===== src/core/cst_pkg.sv =====
// Shared constants and carrier types for the clocked serial master transmitter
package cst_pkg;
  localparam int DIV_W = 8; // Width of bit rate divisor
  localparam int DATA_BITS = 8; // Plain character width
  localparam int CHAR_W = 9; // Character width with ninth bit
  localparam int WORD_W = 10; // Buffered word: {nine_bit_enable, ninth_bit_data, data}
  localparam int WORD_NINE_EN = 9; // Position of the nine-bit flag in a word
  localparam int FIFO_DEPTH = 16; // Buffer words ahead of the holding register
  localparam int CLOCK_PERIOD_NS = 5; // 200 MHz system clock
  localparam int BITCNT_W = 4; // Bits-left counter width
  localparam int HALF_W = 9; // Half-period counter width
  localparam logic [BITCNT_W-1:0] BITS_8 = 4'h8; // Bits per plain character
  localparam logic [BITCNT_W-1:0] BITS_9 = 4'h9; // Bits per nine-bit character
  localparam logic [BITCNT_W-1:0] BITS_LAST = 4'h1; // Last bit still on the line
  localparam logic [HALF_W-1:0] HALF_ZERO = 9'h000; // Counter start
  localparam logic [HALF_W-1:0] HALF_STEP = 9'h001; // Counter step

  // Configuration bits, held by software
  typedef struct packed {
    logic sync_mode; // Clocked mode select
    logic clock_source_master; // Master when set, slave when clear
    logic single_receive_enable; // Single receive request
    logic continuous_receive_enable; // Continuous receive request
    logic port_enable; // Whole port enable
    logic transmit_enable; // Transmitter enable
    logic nine_bit_enable; // Ninth bit per character
    logic ninth_bit_data; // Ninth bit value
    logic [DIV_W-1:0] bit_rate_divisor; // Divisor n: rate = fosc/(4(n+1))
  } cst_cfg_s;

  // Status bits reported back to software
  typedef struct packed {
    logic hold_empty; // Holding register free
    logic shift_empty; // Shift register fully drained
    logic data_pin_level; // Synchronised data pin level
  } cst_status_s;

  typedef enum logic {ST_IDLE, ST_SHIFT} cst_state_e;
endpackage


===== src/core/cst_tx.sv =====
// Clocked serial master transmitter with its input buffer

// Buffer of words ahead of the holding register
module cst_fifo #(
  parameter int WIDTH = cst_pkg::WORD_W,
  parameter int DEPTH = cst_pkg::FIFO_DEPTH
) (
  input wire logic i_clock, // System clock
  input wire logic i_srst, // Synchronous reset
  input wire logic i_in_valid, // Word offered
  input wire logic [WIDTH-1:0] i_in_data, // Word in
  output logic o_in_ready, // Room for a word
  output logic o_out_valid, // Word available
  output logic [WIDTH-1:0] o_out_data, // Oldest word
  input wire logic i_out_ready // Drain side takes word
);
  localparam int AW = $clog2(DEPTH); // Pointer width
  localparam int CW = $clog2(DEPTH + 1); // Count width
  typedef struct packed {
    logic [AW-1:0] wr_ptr; // Next write slot
    logic [AW-1:0] rd_ptr; // Oldest slot
    logic [CW-1:0] count; // Words held
    logic in_ready; // Not full
    logic out_valid; // Not empty
  } cst_fifo_s;
  cst_fifo_s s_reg; // Pointer state
  cst_fifo_s s_next; // Next pointer state
  logic [WIDTH-1:0] mem [DEPTH]; // Word storage
  logic push; // Write accepted
  logic pop; // Read accepted

  // Flags are registered so both readies come from flops
  always_comb begin
    push = i_in_valid && s_reg.in_ready;
    pop = i_out_ready && s_reg.out_valid;
    s_next = s_reg;
    if (push) begin
      s_next.wr_ptr = AW'(s_reg.wr_ptr + 1'b1);
    end
    if (pop) begin
      s_next.rd_ptr = AW'(s_reg.rd_ptr + 1'b1);
    end
    s_next.count = CW'(s_reg.count + CW'(push) - CW'(pop));
    s_next.in_ready = s_next.count != CW'(DEPTH);
    s_next.out_valid = s_next.count != '0;
  end

  // Pointer register
  always_ff @(posedge i_clock) begin
    if (i_srst) begin
      s_reg <= '{wr_ptr: '0, rd_ptr: '0, count: '0, in_ready: 1'b1, out_valid: 1'b0};
    end else begin
      s_reg <= s_next;
    end
  end

  // Storage needs no reset; guarded by count
  always_ff @(posedge i_clock) begin
    if (push) begin
      mem[s_reg.wr_ptr] <= i_in_data;
    end
  end

  assign o_in_ready = s_reg.in_ready;
  assign o_out_valid = s_reg.out_valid;
  assign o_out_data = mem[s_reg.rd_ptr];
endmodule

// Transmitter core: holding register, hidden shift register, pins
module cst_tx (
  input wire logic i_clock, // System clock, 200 MHz
  input wire logic i_srst, // Synchronous reset, active high
  input wire cst_pkg::cst_cfg_s i_cfg, // Configuration bits
  input wire logic i_wr_valid, // Character write strobe
  input wire logic [cst_pkg::DATA_BITS-1:0] i_wr_data, // Character
  output logic o_wr_ready, // Buffer can take a character
  output cst_pkg::cst_status_s o_status, // Status bits
  input wire logic i_clock_pin_in, // Clock pin level
  output logic o_clock_pin_out, // Clock pin drive value
  output logic o_clock_pin_oe, // Clock pin driver enable
  input wire logic i_shared_data_in, // Data pin level
  output logic o_shared_data_out, // Data pin drive value
  output logic o_shared_data_oe // Data pin driver enable
);
  // Everything the core remembers; the shift register is internal only
  typedef struct packed {
    cst_pkg::cst_state_e state; // Idle or shifting
    logic [cst_pkg::CHAR_W-1:0] hold_data; // Holding register
    logic hold_full; // Holding register occupied
    logic hold_nine; // Holding character carries a ninth bit
    logic [cst_pkg::CHAR_W-1:0] shift_data; // Shift register
    logic [cst_pkg::BITCNT_W-1:0] bits_left; // Bits still to finish
    logic [cst_pkg::HALF_W-1:0] half_cnt; // Half-period counter
    logic first_rise; // Slave: first leading edge pending
    logic ck_meta; // Clock pin first stage
    logic ck_sync; // Clock pin second stage
    logic ck_prev; // Clock pin last value
    logic dt_meta; // Data pin first stage
    logic dt_sync; // Data pin second stage
    logic clk_out; // Clock pin value
    logic clk_oe; // Clock pin driver
    logic data_out; // Data pin value
    logic data_oe; // Data pin driver
  } cst_core_s;

  cst_core_s s_reg; // Core state
  cst_core_s s_next; // Next core state
  logic fifo_valid; // Buffered word present
  logic [cst_pkg::WORD_W-1:0] fifo_word; // Buffered word
  logic tx_mode; // Clocked transmit configured
  logic shift_done; // Last bit finishes this cycle
  logic load_go; // Holding moves into shift this cycle
  logic ck_rise; // External leading edge
  logic ck_fall; // External trailing edge
  logic [cst_pkg::HALF_W-1:0] half_last; // Terminal half count

  // Half period is 2(n+1) system clocks
  function automatic logic [cst_pkg::HALF_W-1:0] half_terminal(input logic [cst_pkg::DIV_W-1:0] n);
    half_terminal = {n, 1'b1};
  endfunction

  // Ninth bit is captured with the character so later changes cannot skew it
  cst_fifo #(.WIDTH(cst_pkg::WORD_W), .DEPTH(cst_pkg::FIFO_DEPTH)) u_fifo (
    .i_clock(i_clock),
    .i_srst(i_srst),
    .i_in_valid(i_wr_valid),
    .i_in_data({i_cfg.nine_bit_enable, i_cfg.ninth_bit_data, i_wr_data}),
    .o_in_ready(o_wr_ready),
    .o_out_valid(fifo_valid),
    .o_out_data(fifo_word),
    .i_out_ready(!s_reg.hold_full)
  );

  // Core next-state logic
  always_comb begin
    s_next = s_reg;
    half_last = half_terminal(i_cfg.bit_rate_divisor);
    // Pin synchronisers; edge detection reads the second stage and its delayed copy ck_prev
    s_next.ck_meta = i_clock_pin_in;
    s_next.ck_sync = s_reg.ck_meta;
    s_next.ck_prev = s_reg.ck_sync;
    s_next.dt_meta = i_shared_data_in;
    s_next.dt_sync = s_reg.dt_meta;
    ck_rise = s_reg.ck_sync && !s_reg.ck_prev;
    ck_fall = !s_reg.ck_sync && s_reg.ck_prev;
    // Transmit only with receive off, port and transmitter on
    tx_mode = i_cfg.sync_mode && i_cfg.port_enable && !i_cfg.single_receive_enable
      && !i_cfg.continuous_receive_enable && i_cfg.transmit_enable;
    // Drivers follow configuration; never both directions on data
    s_next.clk_oe = i_cfg.sync_mode && i_cfg.port_enable && i_cfg.clock_source_master;
    s_next.data_oe = tx_mode;
    shift_done = 1'b0;
    // Holding register fills from the buffer when free
    if (!s_reg.hold_full && fifo_valid) begin
      s_next.hold_data = fifo_word[cst_pkg::CHAR_W-1:0];
      s_next.hold_full = 1'b1;
      // Length follows the setting at write time, not at load time
      s_next.hold_nine = fifo_word[cst_pkg::WORD_NINE_EN];
      if (!fifo_word[cst_pkg::WORD_NINE_EN]) begin
        s_next.hold_data[cst_pkg::CHAR_W-1] = 1'b0;
      end
    end
    if (s_reg.state == cst_pkg::ST_SHIFT) begin
      if (i_cfg.clock_source_master) begin
        // Master: own clock, data changes with each rise
        if (s_reg.half_cnt == half_last) begin
          s_next.half_cnt = cst_pkg::HALF_ZERO;
          if (s_reg.clk_out) begin
            s_next.clk_out = 1'b0;
          end else if (s_reg.bits_left == cst_pkg::BITS_LAST) begin
            // Count drops only at a new leading edge, so the last bit gets its own clock
            shift_done = 1'b1;
          end else begin
            // Next leading edge moves the next bit out, LSB first
            s_next.clk_out = 1'b1;
            s_next.bits_left = s_reg.bits_left - cst_pkg::BITS_LAST;
            s_next.shift_data = s_reg.shift_data >> 1;
            s_next.data_out = s_reg.shift_data[1];
          end
        end else begin
          s_next.half_cnt = s_reg.half_cnt + cst_pkg::HALF_STEP;
        end
      end else begin
        // Slave: shifts on the master's edges
        s_next.clk_out = 1'b0;
        if (ck_rise) begin
          s_next.first_rise = 1'b0;
          if (!s_reg.first_rise) begin
            s_next.shift_data = s_reg.shift_data >> 1;
            s_next.data_out = s_reg.shift_data[1];
          end
        end else if (ck_fall && !s_reg.first_rise) begin
          s_next.bits_left = s_reg.bits_left - cst_pkg::BITS_LAST;
          shift_done = s_reg.bits_left == cst_pkg::BITS_LAST;
        end
      end
      if (shift_done) begin
        s_next.state = cst_pkg::ST_IDLE;
      end
    end
    // Move holding into shift register at once when it is empty
    load_go = (s_reg.state == cst_pkg::ST_IDLE || shift_done) && s_reg.hold_full && tx_mode;
    if (load_go) begin
      s_next.state = cst_pkg::ST_SHIFT;
      s_next.shift_data = s_reg.hold_data;
      s_next.hold_full = 1'b0;
      s_next.bits_left = s_reg.hold_nine ? cst_pkg::BITS_9 : cst_pkg::BITS_8;
      s_next.data_out = s_reg.hold_data[0];
      s_next.clk_out = i_cfg.clock_source_master;
      s_next.half_cnt = cst_pkg::HALF_ZERO;
      s_next.first_rise = 1'b1;
    end
    // Port off or leaving clocked mode aborts the character
    if (!i_cfg.port_enable || !i_cfg.sync_mode) begin
      s_next.state = cst_pkg::ST_IDLE;
      s_next.clk_out = 1'b0;
      s_next.half_cnt = cst_pkg::HALF_ZERO;
    end
  end

  // Core register
  always_ff @(posedge i_clock) begin
    if (i_srst) begin
      s_reg <= '0;
    end else begin
      s_reg <= s_next;
    end
  end

  assign o_clock_pin_out = s_reg.clk_out;
  assign o_clock_pin_oe = s_reg.clk_oe;
  assign o_shared_data_out = s_reg.data_out;
  assign o_shared_data_oe = s_reg.data_oe;
  // Hold free and shift drained, straight from flops
  assign o_status = '{hold_empty: !s_reg.hold_full, shift_empty: s_reg.state == cst_pkg::ST_IDLE,
                      data_pin_level: s_reg.dt_sync};

  // Helper counters for timing checks
  logic [cst_pkg::HALF_W:0] high_len; // Cycles clock has been high
  logic [cst_pkg::BITCNT_W:0] rise_cnt; // Leading edges this character
  logic nine_seen; // Character on the line carries nine bits
  always_ff @(posedge i_clock) begin
    high_len <= o_clock_pin_out ? high_len + 1'b1 : '0;
    if (load_go) begin
      // In master mode the load itself raises the first leading edge
      rise_cnt <= {{cst_pkg::BITCNT_W{1'b0}}, 1'b1};
      nine_seen <= s_reg.hold_nine;
    end else if (s_reg.state == cst_pkg::ST_IDLE) begin
      rise_cnt <= '0;
    end else if (s_next.clk_out && !s_reg.clk_out) begin
      rise_cnt <= rise_cnt + 1'b1;
    end
  end
endmodule


===== config.mk =====
export PLATFORM = sky130hd
export DESIGN_NAME = cst_tx
export DESIGN_NICKNAME = d
export VERILOG_FILES = /design/src/core/cst_pkg.sv /design/src/core/cst_tx.sv
export SDC_FILE = /design/constraint.sdc
export NUM_CORES = 1
export LEC_CHECK = 0
export ABC_CLOCK_PERIOD_IN_PS = 4300
export BUFFER_PORTS_ARGS = -buffer_cell sky130_fd_sc_hd__buf_2
export CAP_MARGIN = 10
export CORE_ASPECT_RATIO = 0.8
export CORE_MARGIN = 2
export CORE_UTILIZATION = 42
export CTS_CLUSTER_SIZE = 30
export DETAILED_ROUTE_END_ITERATION = 12
export GPL_TIMING_DRIVEN = 1
export HOLD_SLACK_MARGIN = 0.03
export PLACE_DENSITY = 0.6
export SETUP_SLACK_MARGIN = 0.1
export SYNTH_ARGS = -nofsm -noshare
export SYNTH_HDL_FRONTEND = slang
export SYNTH_SLANG_ARGS = --single-unit

===== constraint.sdc =====
create_clock -name i_clock -period 4.3 [get_ports i_clock]
set_input_delay 0.215 -clock i_clock [delete_from_list [all_inputs] [get_ports i_clock]]
set_output_delay 0.215 -clock i_clock [all_outputs]
set_load 0.01 [all_outputs]

==> results_dict.tcl, run 1 <==
set metrics [dict create \
    ys_seq_elements 222 \
    ir_worst_vdd_mv 0.275 \
    synth_common_cells "edfxtp_1 (160), dfxtp_1 (62), mux4_2 (49)" \
    syn2layout_area_growth_pct 13.0 \
    cts.htree.levels 1 \
    setup-tns-final_ns 0 \
    largest_reg_flops 160 \
    path_common_cell "inv_1" \
    antenna_found_initial 1 \
    drt-pass1-iter-count 7 \
    reg2reg_to "u_fifo.o_in_ready" \
    p_sw_share_pct 24.7 \
    drc_errors 0 \
    worst_pin_slew_ns 1.14 \
    fp.dieH_um 134 \
    p_switching_mw 1.26 \
    rrSetupSlack_ns 1.51 \
    met3_length_um 925 \
    synthCells 563 \
    dpl.hpwl_um 11200 \
    dr_wl_met2_um 8680 \
    dpl-instance-area_um2 9340 \
    yosys.area.top_type "edfxtp_1" \
    cellInternalPower_mw 3.82 \
    gp_congestion 0.808 \
    hold_viol 0 \
    p_leak_nw 3.32 \
    fillers 1729 \
    start_kind "register" \
    cts_root_buf "clkbuf_16" \
    wire_per_inst_um 20.5 \
    grt_pass1_wl_um 27700 \
    synth-async-reset-ratio_pct 0 \
    yosysTopAreaCellShare_pct 53.9 \
    finalCritPeriodShare_pct 64.8 \
    syn_nets 606 \
    synth_area_leaders "edfxtp_1 (54%), dfxtp_1 (14%), mux4_2 (12%), ha_1 (1.8%), nand2_1 (1.8%)" \
    synthesis.area_um2 8910 \
    rsz0062_at_grt "false" \
    hold_path_class "in2reg" \
    postCtsSetupBuffers 0 \
    worstHoldStart "i_cfg[9]" \
    power_frac_comb_pct 15.1 \
    drive_gt1_share_pct 21.2 \
    endpoint_kind "register" \
    clock_latency_ns 0.51 \
    die_w_um 167 \
    via_per_inst 5.47 \
    yosysWarnings 0 \
    drt_iter0_drc 427 \
    syn_area_per_cell_um2 15.8 \
    synth_most_common_cell "edfxtp_1" \
    slew_headroom_pct 23.0 \
    fin_crit_ns 2.79 \
    cp_cell_sequence "inv_1, nand2_1, inv_1, ha_1, inv_1, ha_1, inv_1, fa_1, inv_1, a21o_1, a21oi_1, xnor2_1, nor2_1, nand2_1" \
    cp.required_ns 4.68 \
    postRouteAntennaNets 0 \
    r2r-start "s_reg[33]" \
    io_buffer_count 36 \
    rr_worst_depth 14 \
    grt_max_degree 48 \
    coreArea_um2 20800 \
    cts_buffers 23 \
    worstPathArrival_ns 3.17 \
    fin_util_pct 48.5 \
    final_area_um2 10100 \
    seqPwrFrac_pct 49.4 \
    synth_top_flop_cell "edfxtp_1" \
    drt-met1-wl_um 8280 \
    crit_family "adder cells" \
    synth_edf_count 160 \
    totalWireLength_um 18300 \
    cp_num_buf_inv 5 \
    startpoint "s_reg[33]" \
    max_freq_mhz 359 \
    grt_pass1_vias 4862 \
    hold_path_depth 1 \
    critPathMaxFanout 15 \
    tritoncts "built" \
    yosysUniqueCellTypes 50 \
    num_rows 47 \
    initial_utilization_pct 42.9 \
    cts_sinks 222 \
    clk_pin_slew_ns 0.06 \
    placedCellCount 844 \
    final_cells 889 \
    via_count 4861 \
    power.density_nw_per_um2 505 \
    dieArea_um2 22400 \
    fin_skew_ns 0.0175 \
    slowest_stage "fa_1" \
    path_class "reg2reg" \
    ys_seq_area_share_pct 67.9 \
    hold_end "u_fifo.mem[14][9]" \
    grt_overflow 0 \
    grtUsageTotal_pct 16.3 \
    finalSetupViolCount 0 \
    drv_slew 0 \
    max_stage_delay_ns 0.43 \
    cts_buffer_depth 3 \
    nets 647 \
    status "complete, no violations" \
    clockPowerShare_pct 35.4 \
    drv_cap 0 \
    ios 37 \
    dr.max_layer_used "met4" \
]
==> per-stage QoR <==
step	hold slack (ns)	setup WS [ns]	power [mW]
2_1_floorplan	0.314	1.90	3.11
3_3_place_gp	0.422	1.59	3.31
3_5_place_dp	0.433	1.51	3.33
4_1_cts	0.0740	1.50	5.12
5_1_grt	0.0903	1.31	5.28
6_report	0.0814	1.51	5.08
==> per-layer routing <==
metal | up-vias | GRT usage, %
li1 | 2233 | -
met1 | 2472 | 23.0
met2 | 133 | 26.3
met3 | 23 | 3.04
met4 | 0 | 4.45
met5 | - | 0
==> power groups by stage <==
stage	Combinational, mW	Sequential [mW]	Clock [mW]
after floorplan	0.626	2.49	0
after global placement	0.752	2.55	0
after detailed placement	0.773	2.56	0
after CTS	0.780	2.52	1.83
after global routing	0.847	2.53	1.91
final	0.769	2.51	1.80
==> cells by family after synthesis <==
| logic type | count (synthesis) | synth area share [%] |
|---|---|---|
| xor+xnor | 26 | 2.56 |
| compound gates | 53 | 4.28 |
| fa+ha+maj | 14 | 2.05 |
| flops | 222 | 67.9 |
| buf+inv | 46 | 2.15 |
| mux | 52 | 12.7 |
| simple gates | 150 | 8.33 |
==> final cells by class <==
| class | instances | area (µm²) | area share, % |
|---|---|---|---|
| sequential | 222 | 6050 | 60.1 |
| multi-input combinational | 295 | 2670 | 26.5 |
| tap | 269 | 337 | 3.34 |
| antenna | 1 | 2.50 | 0.0249 |
| clock buffer | 30 | 622 | 6.18 |
| clock inverter | 10 | 57.6 | 0.572 |
| inverter | 19 | 71.3 | 0.709 |
| timing repair buffer | 43 | 255 | 2.54 |
==> how the worst max path moves through the flow <==
| stage | slack [ns] | depth (start not counted) | to |
|---|---|---|---|
| after global placement | 1.59 | 13 | u_fifo.o_out_valid |
| final | 1.51 | 14 | u_fifo.o_in_ready |
| after floorplan | 1.90 | 15 | u_fifo.o_in_ready |
| after detailed placement | 1.51 | 14 | u_fifo.o_in_ready |
| after CTS | 1.50 | 14 | u_fifo.o_in_ready |
| after global routing | 1.31 | 14 | u_fifo.o_in_ready |
==> worst reg2reg max path: stages, from the launching register on <==
cell,delay [ns]
dfxtp_1,0.36
inv_1,0.06
nand2_1,0.29
inv_1,0.32
ha_1,0.37
inv_1,0.05
ha_1,0.16
inv_1,0.06
fa_1,0.43
inv_1,0.07
a21o_1,0.11
a21oi_1,0.07
xnor2_1,0.14
nor2_1,0.12
nand2_1,0.07
==> what timing repair did <==
item	in CTS	in global routing
hold buffers	4	0
hold endpoints to repair	3	0
resized for setup	0	0
==> cells in the final DEF, fill, tap and decap left out, drive strengths merged, types with 2 or more instances in the layout <==
cell type	count
clkbuf	30
xor2	13
nand3	5
edfxtp	160
o21ai	4
nand2b	2
nor2	41
clkinvlp	2
a31oi	3
buf	39
and3	5
nor3	13
and2	13
xnor2	13
nand3b	3
or3b	3
nor4	2
dfxtp	62
nand4	8
a21oi	21
o2bb2ai	2
ha	13
dlygate4sd3	4
mux4	49
a21o	3
inv	21
clkinv	6
nor2b	7
a211oi	2
nor3b	2
mux2i	2
nand2	43
a221oi	9
No activity file was read; power rests on OpenSTA's default activity.
==> run 2: changes to the inputs <==
- ABC_AREA: default -> 1
- ABC_CLOCK_PERIOD_IN_PS: 4300 -> 2300
- PLACE_DENSITY: 0.6 -> 0.62
- clock period: 4.3 -> 2.3 ns (I/O delays scaled with it)
==> run 2 against run 1 <==
Net effect:
- non-clock buffer count grew 54
- fmax is 37% higher
- sequential share of layout area down 4.1 points
- clock skew up 0.0024 ns
- critical path depth is 1 lower
- synthesized cell count is 53% higher
- highest routed layer unchanged
==> results_dict.tcl, run 2 <==
set metrics [dict create \
    status "complete, no violations" \
    worstPathArrival_ns 2.44 \
    seqPwrFrac_pct 44.2 \
    tritoncts "built" \
    drv_slew 0 \
    synth_most_common_cell "edfxtp_1" \
    path_common_cell "inv_2" \
    fin_util_pct 50.1 \
    synth_edf_count 160 \
    fin_skew_ns 0.0199 \
    grt_pass1_wl_um 31100 \
    grt_util_met1_pct 25.5 \
    grt_pass1_vias 5905 \
    hold_viol 0 \
    finalSetupViolCount 0 \
    final_area_um2 10800 \
    num_rows 48 \
    die_w_um 169 \
    drive_gt1_share_pct 15.1 \
    critPathMaxFanout 4 \
    rsz0062_at_grt "true" \
    slowest_stage "fa_2" \
    drt-pass1-iter-count 5 \
    gp_congestion 0.789 \
    synthesis.area_um2 9200 \
    dpl_worst_slack_ns 0.160 \
    max_freq_mhz 491 \
    hold_path_class "in2reg" \
    met2_usage_pct 26.6 \
    largest_reg_flops 160 \
    clock_latency_ns 0.52 \
    yosys.area.top_type "edfxtp_1" \
    cts_sinks 222 \
    r2r-start "s_reg[33]" \
    fin_hold_ws_ns 0.0463 \
    worst_pin_slew_ns 0.492 \
    via_per_inst 5.15 \
    wire_per_inst_um 16.0 \
    antenna_cells 0 \
    placedCellCount 1167 \
    fin_crit_ns 2.04 \
    final_cells 1236 \
    cts_buffers 22 \
    io_buffer_count 36 \
    worstHoldStart "i_cfg[15]" \
    via_count 6364 \
    mostFrequentLayoutCells "edfxtp_1 (160), nor2_1 (157), nand2_1 (94), o21ai_0 (93), inv_1 (76)" \
    synth_common_cells "edfxtp_1 (160), nor2_1 (157), nand2_1 (95)" \
    synth-async-reset-ratio_pct 0 \
    cts_buffer_depth 3 \
    cts_root_buf "clkbuf_16" \
    initial_utilization_pct 42.7 \
    yosysUniqueCellTypes 39 \
    fp.dieH_um 136 \
    grtUsageTotal_pct 17.1 \
    drv_cap 0 \
    power_frac_comb_pct 23.7 \
    rr_worst_depth 13 \
    syn2layout_area_growth_pct 17.5 \
    dieArea_um2 23100 \
    power.total_mw 10.6 \
    dpl-instance-area_um2 9820 \
    max_stage_delay_ns 0.35 \
    cellInternalPower_mw 7.40 \
    ir_worst_vdd_mv 0.504 \
    final_common_cell "edfxtp_1" \
    power.density_nw_per_um2 983 \
    p_switching_mw 3.23 \
    yosysWarnings 0 \
    antenna_found_initial 0 \
    clockPowerShare_pct 32.1 \
    grt_overflow 0 \
    hold_end "s_reg[43]" \
    clk_pin_slew_ns 0.06 \
    nets 988 \
    synthCells 862 \
    fillers 1897 \
    start_kind "register" \
    setup_ws_ns 0.263 \
    ys_seq_area_share_pct 65.7 \
    ys_seq_elements 222 \
    synth_area_leaders "edfxtp_1 (52%), dfxtp_1 (13%), nor2_1 (6.4%), o21ai_0 (5.1%), nand2_1 (3.9%)" \
    cp.required_ns 2.71 \
    use_met3_pct 2.47 \
    syn_nets 905 \
    dpl.hpwl_um 12700 \
    p_leak_nw 4.00 \
    endpoint_kind "register" \
    coreArea_um2 21600 \
    slew_headroom_pct 67.2 \
    rrSetupSlack_ns 0.26 \
    cp_cell_sequence "inv_2, nand2_2, inv_2, ha_1, inv_1, ha_2, inv_2, fa_2, o21ai_2, xor2_1, nand2_1, inv_2, nand2_1" \
    totalWireLength_um 19800 \
    synth_top_flop_cell "edfxtp_1" \
    path_class "reg2reg" \
    syn_area_per_cell_um2 10.7 \
    ios 37 \
    postRouteAntennaNets 0 \
    yosysTopAreaCellShare_pct 52.2 \
    drt_iter0_drc 547 \
    p_sw_share_pct 30.4 \
    top_usage_layer "met2" \
    reg2reg_to "u_fifo.o_in_ready" \
    finalCritPeriodShare_pct 88.5 \
    grt_max_degree 35 \
    setup-tns-final_ns 0 \
    drc_errors 0 \
    hold_path_depth 5 \
    cts.htree.levels 1 \
]
[run 2: worst max-delay path by stage]
| stage | start | to | slack, ns |
|---|---|---|---|
| 2_1_floorplan | s_reg[33] | u_fifo.o_in_ready | 0.14 |
| 3_3_place_gp | s_reg[33] | u_fifo.o_out_valid | 0.23 |
| 3_5_place_dp | s_reg[33] | u_fifo.o_in_ready | 0.16 |
| 4_1_cts | s_reg[33] | u_fifo.o_in_ready | 0.13 |
| 5_1_grt | s_reg[33] | u_fifo.o_in_ready | 0.07 |
| 6_report | s_reg[33] | u_fifo.o_in_ready | 0.26 |
[run 2: cell families (layout without fill, tap and decap cells)]
| logic type | Yosys count | count (layout) | synth area share (%) |
|---|---|---|---|
| AND/OR/NAND/NOR | 316 | 318 | 14.7 |
| flip-flops | 222 | 222 | 65.7 |
| AO/OA/AOI/OAI | 176 | 176 | 11.5 |
| buffers and inverters | 126 | 223 | 5.37 |
| adder cells (fa/ha/maj) | 14 | 14 | 1.99 |
| XOR/XNOR | 8 | 8 | 0.762 |
[run 2: power by group through the flow]
stage               clock network, mW  registers [mW]  logic [mW]
floorplan                           0            4.73        1.74
global placement                    0            4.77        2.43
detailed placement                  0            4.77        2.46
CTS                              3.48            4.69        2.49
global route                     3.63            4.72        2.86
finish                           3.41            4.69        2.52
[run 2: layout make-up]
class / instances / area [µm²] / area share (%)
timing repair buffer: 97 / 696 / 6.44
clock inverter: 12 / 101 / 0.938
multi-input combinational: 516 / 2710 / 25.1
inverter: 86 / 323 / 2.99
clock buffer: 28 / 583 / 5.40
tap: 275 / 344 / 3.18
sequential: 222 / 6050 / 56.0
[run 2: critical path, delay by kind of cell (launching register included)]
family | cells | cell delay [ns]
flip-flops | 1 | 0.33
AO/OA/AOI/OAI | 1 | 0.16
XOR/XNOR | 1 | 0.15
AND/OR/NAND/NOR | 3 | 0.22
buffers and inverters | 5 | 0.26
adder cells (fa/ha/maj) | 3 | 0.81
[run 2: timing repair]
| action | 4_1_cts | 5_1_grt |
|---|---|---|
| hold endpoints to repair | 169 | 0 |
| hold buffers | 18 | 0 |
| endpoints found under the setup margin | 0 | 16 |
| setup buffers | 0 | 9 |
| resized for setup | 0 | 11 |
[run 2: layer usage]
metal / share of wire [%] / wire length (µm) / vias up
li1: - / - / 3162
met1: 50 / 9920 / 3034
met2: 43 / 8600 / 140
met3: 4.9 / 970 / 28
met4: 1.7 / 345 / 0
met5: 0 / 0 / -
==> run 3: changes to the inputs <==
- CORE_ASPECT_RATIO: 0.8 -> default
==> run 3 against run 2 <==
Net effect:
- critical path depth unchanged
- core utilization decreased by 0.36 points
- global-route usage decreased by 0.37 points
- sequential cell count unchanged
- total power increased by 2.8%
- final cell count unchanged
- clock-buffer cell count increased by 2
- critical endpoint unchanged
- largest power group unchanged
==> results_dict.tcl, run 3 (synthesis gave the netlist of run 2 again) <==
set metrics [dict create \
    cts_buffer_depth 3 \
    setup-tns-final_ns 0 \
    drt-pass1-iter-count 5 \
    die_w_um 152 \
    cp-endpoint "u_fifo.o_in_ready" \
    critPathMaxFanout 3 \
    antenna_cells 0 \
    dpl.hpwl_um 12600 \
    status "complete, no violations" \
    postRouteAntennaNets 0 \
    via_per_inst 5.03 \
    wire_per_inst_um 15.7 \
    clk_pin_slew_ns 0.06 \
    cts_buffers 25 \
    io_buffer_count 36 \
    grt_max_degree 44 \
    power.total_mw 10.9 \
    use_met3_pct 2.45 \
    hold_viol 0 \
    worst_pin_slew_ns 0.603 \
    fillers 1966 \
    final_cells 1236 \
    initial_utilization_pct 42.4 \
    drt_iter0_drc 436 \
    fin_crit_ns 2.02 \
    regArea_um2 6050 \
    drc_errors 0 \
    cts_sinks 222 \
    fin_skew_ns 0.0132 \
    num_rows 54 \
    cts.htree.levels 1 \
    ios 37 \
    slew_headroom_pct 59.8 \
    endpoint_kind "register" \
    dieArea_um2 23100 \
    via_count 6215 \
    drv_cap 0 \
    drv_slew 0 \
    power.density_nw_per_um2 1010 \
    multi_input_area_um2 2680 \
    totalWireLength_um 19500 \
    ir_worst_vdd_mv 0.607 \
    top_usage_layer "met2" \
    coreArea_um2 21700 \
    met2_usage_pct 29.4 \
    dpl_worst_slack_ns 0.259 \
    antenna_found_initial 0 \
    setup_ws_ns 0.275 \
    placedCellCount 1171 \
    nets 981 \
    grt_overflow 0 \
    mostFrequentLayoutCells "edfxtp_1 (160), nor2_1 (156), nand2_1 (94), o21ai_0 (93), inv_1 (80)" \
    tritoncts "built" \
    grtUsageTotal_pct 16.8 \
    grt_util_met1_pct 21.7 \
    cp.required_ns 2.71 \
    worstPathArrival_ns 2.43 \
    p_leak_nw 4.00 \
    rrSetupSlack_ns 0.28 \
    fin_util_pct 49.8 \
    final_common_cell "edfxtp_1" \
    finalCritPeriodShare_pct 88.0 \
    rsz0062_at_grt "true" \
    reg2reg_to "u_fifo.o_in_ready" \
    drive_gt1_share_pct 13.8 \
    syn2layout_area_growth_pct 17.3 \
    finalSetupViolCount 0 \
    hold_path_class "in2reg" \
    rr_worst_depth 13 \
    clock_latency_ns 0.52 \
    fp.dieH_um 152 \
    max_freq_mhz 494 \
    startpoint "s_reg[33]" \
    r2r-start "s_reg[33]" \
    grt_pass1_wl_um 31800 \
    start_kind "register" \
    largest_reg_flops 160 \
    gp_congestion 0.776 \
    cts_root_buf "clkbuf_16" \
    path_class "reg2reg" \
    grt_pass1_vias 6275 \
]
[run 3: cell types whose count changed in the layout (fill, tap and decap cells not counted), sizes merged]
cell / delta
buf: -10
dlygate4sd3: +1
clkbuf: +2
nand3: -1
clkinv: +2
inv: +1
[run 3: worst max-delay path, stage by stage (launching register included)]
cell and delay (ns):
dfxtp_1 0.32, inv_1 0.08, nand2_2 0.07, inv_1 0.05, ha_1 0.28, inv_1 0.06
ha_1 0.15, inv_1 0.06, fa_2 0.37, o21ai_2 0.13, xor2_1 0.16, nand2_1 0.08
inv_1 0.07, nand2_1 0.05
[run 3: timing repair]
action / in CTS / in global routing
buffers inserted: 0 / 0
hold endpoints to repair: 170 / 0
setup endpoints to repair: 0 / 7
gates resized for setup: 0 / 3
hold buffers: 19 / 0
[run 3: metal layers]
metal  share of wire, %  vias to the layer above
li1                   -                     3146
met1                 44                     2926
met2                 50                      105
met3                3.6                       38
met4                2.5                        0
met5                  0                        -
[run 3: final cells by class]
type                       count  area share, %
sequential                   222           56.0
inverter                      86           2.99
tap                          280           3.25
clock inverter                15          0.985
multi-input combinational    515           24.9
clock buffer                  30           6.16
timing repair buffer          88           5.73
[run 3: power by group]
group	internal (mW)	switching (mW)	total, mW
sequential	4.56	0.121	4.68
clock	2.16	1.54	3.71
combinational	0.878	1.65	2.53
total	7.60	3.32	10.9
[run 3: worst min-delay path by stage]
stage | from | end | slack (ns) | cells after the start
4_1_cts | i_cfg[15] | s_reg[43] | 0.06 | 5
6_report | i_cfg[15] | s_reg[43] | 0.04 | 5
5_1_grt | i_cfg[15] | s_reg[43] | 0.10 | 5
3_3_place_gp | i_shared_data_in | s_next[4] | 0.31 | 3
2_1_floorplan | i_wr_data[0] | u_fifo.mem[0][0] | 0.21 | 0
3_5_place_dp | i_shared_data_in | s_next[4] | 0.32 | 3
[run 3: metrics by stage]
step	hold slack, ns	area (µm²)
after global placement	0.314	9810
after global routing	0.104	10800
after floorplan	0.214	9210
final	0.0426	10800
after CTS	0.0567	10800
after detailed placement	0.323	9810
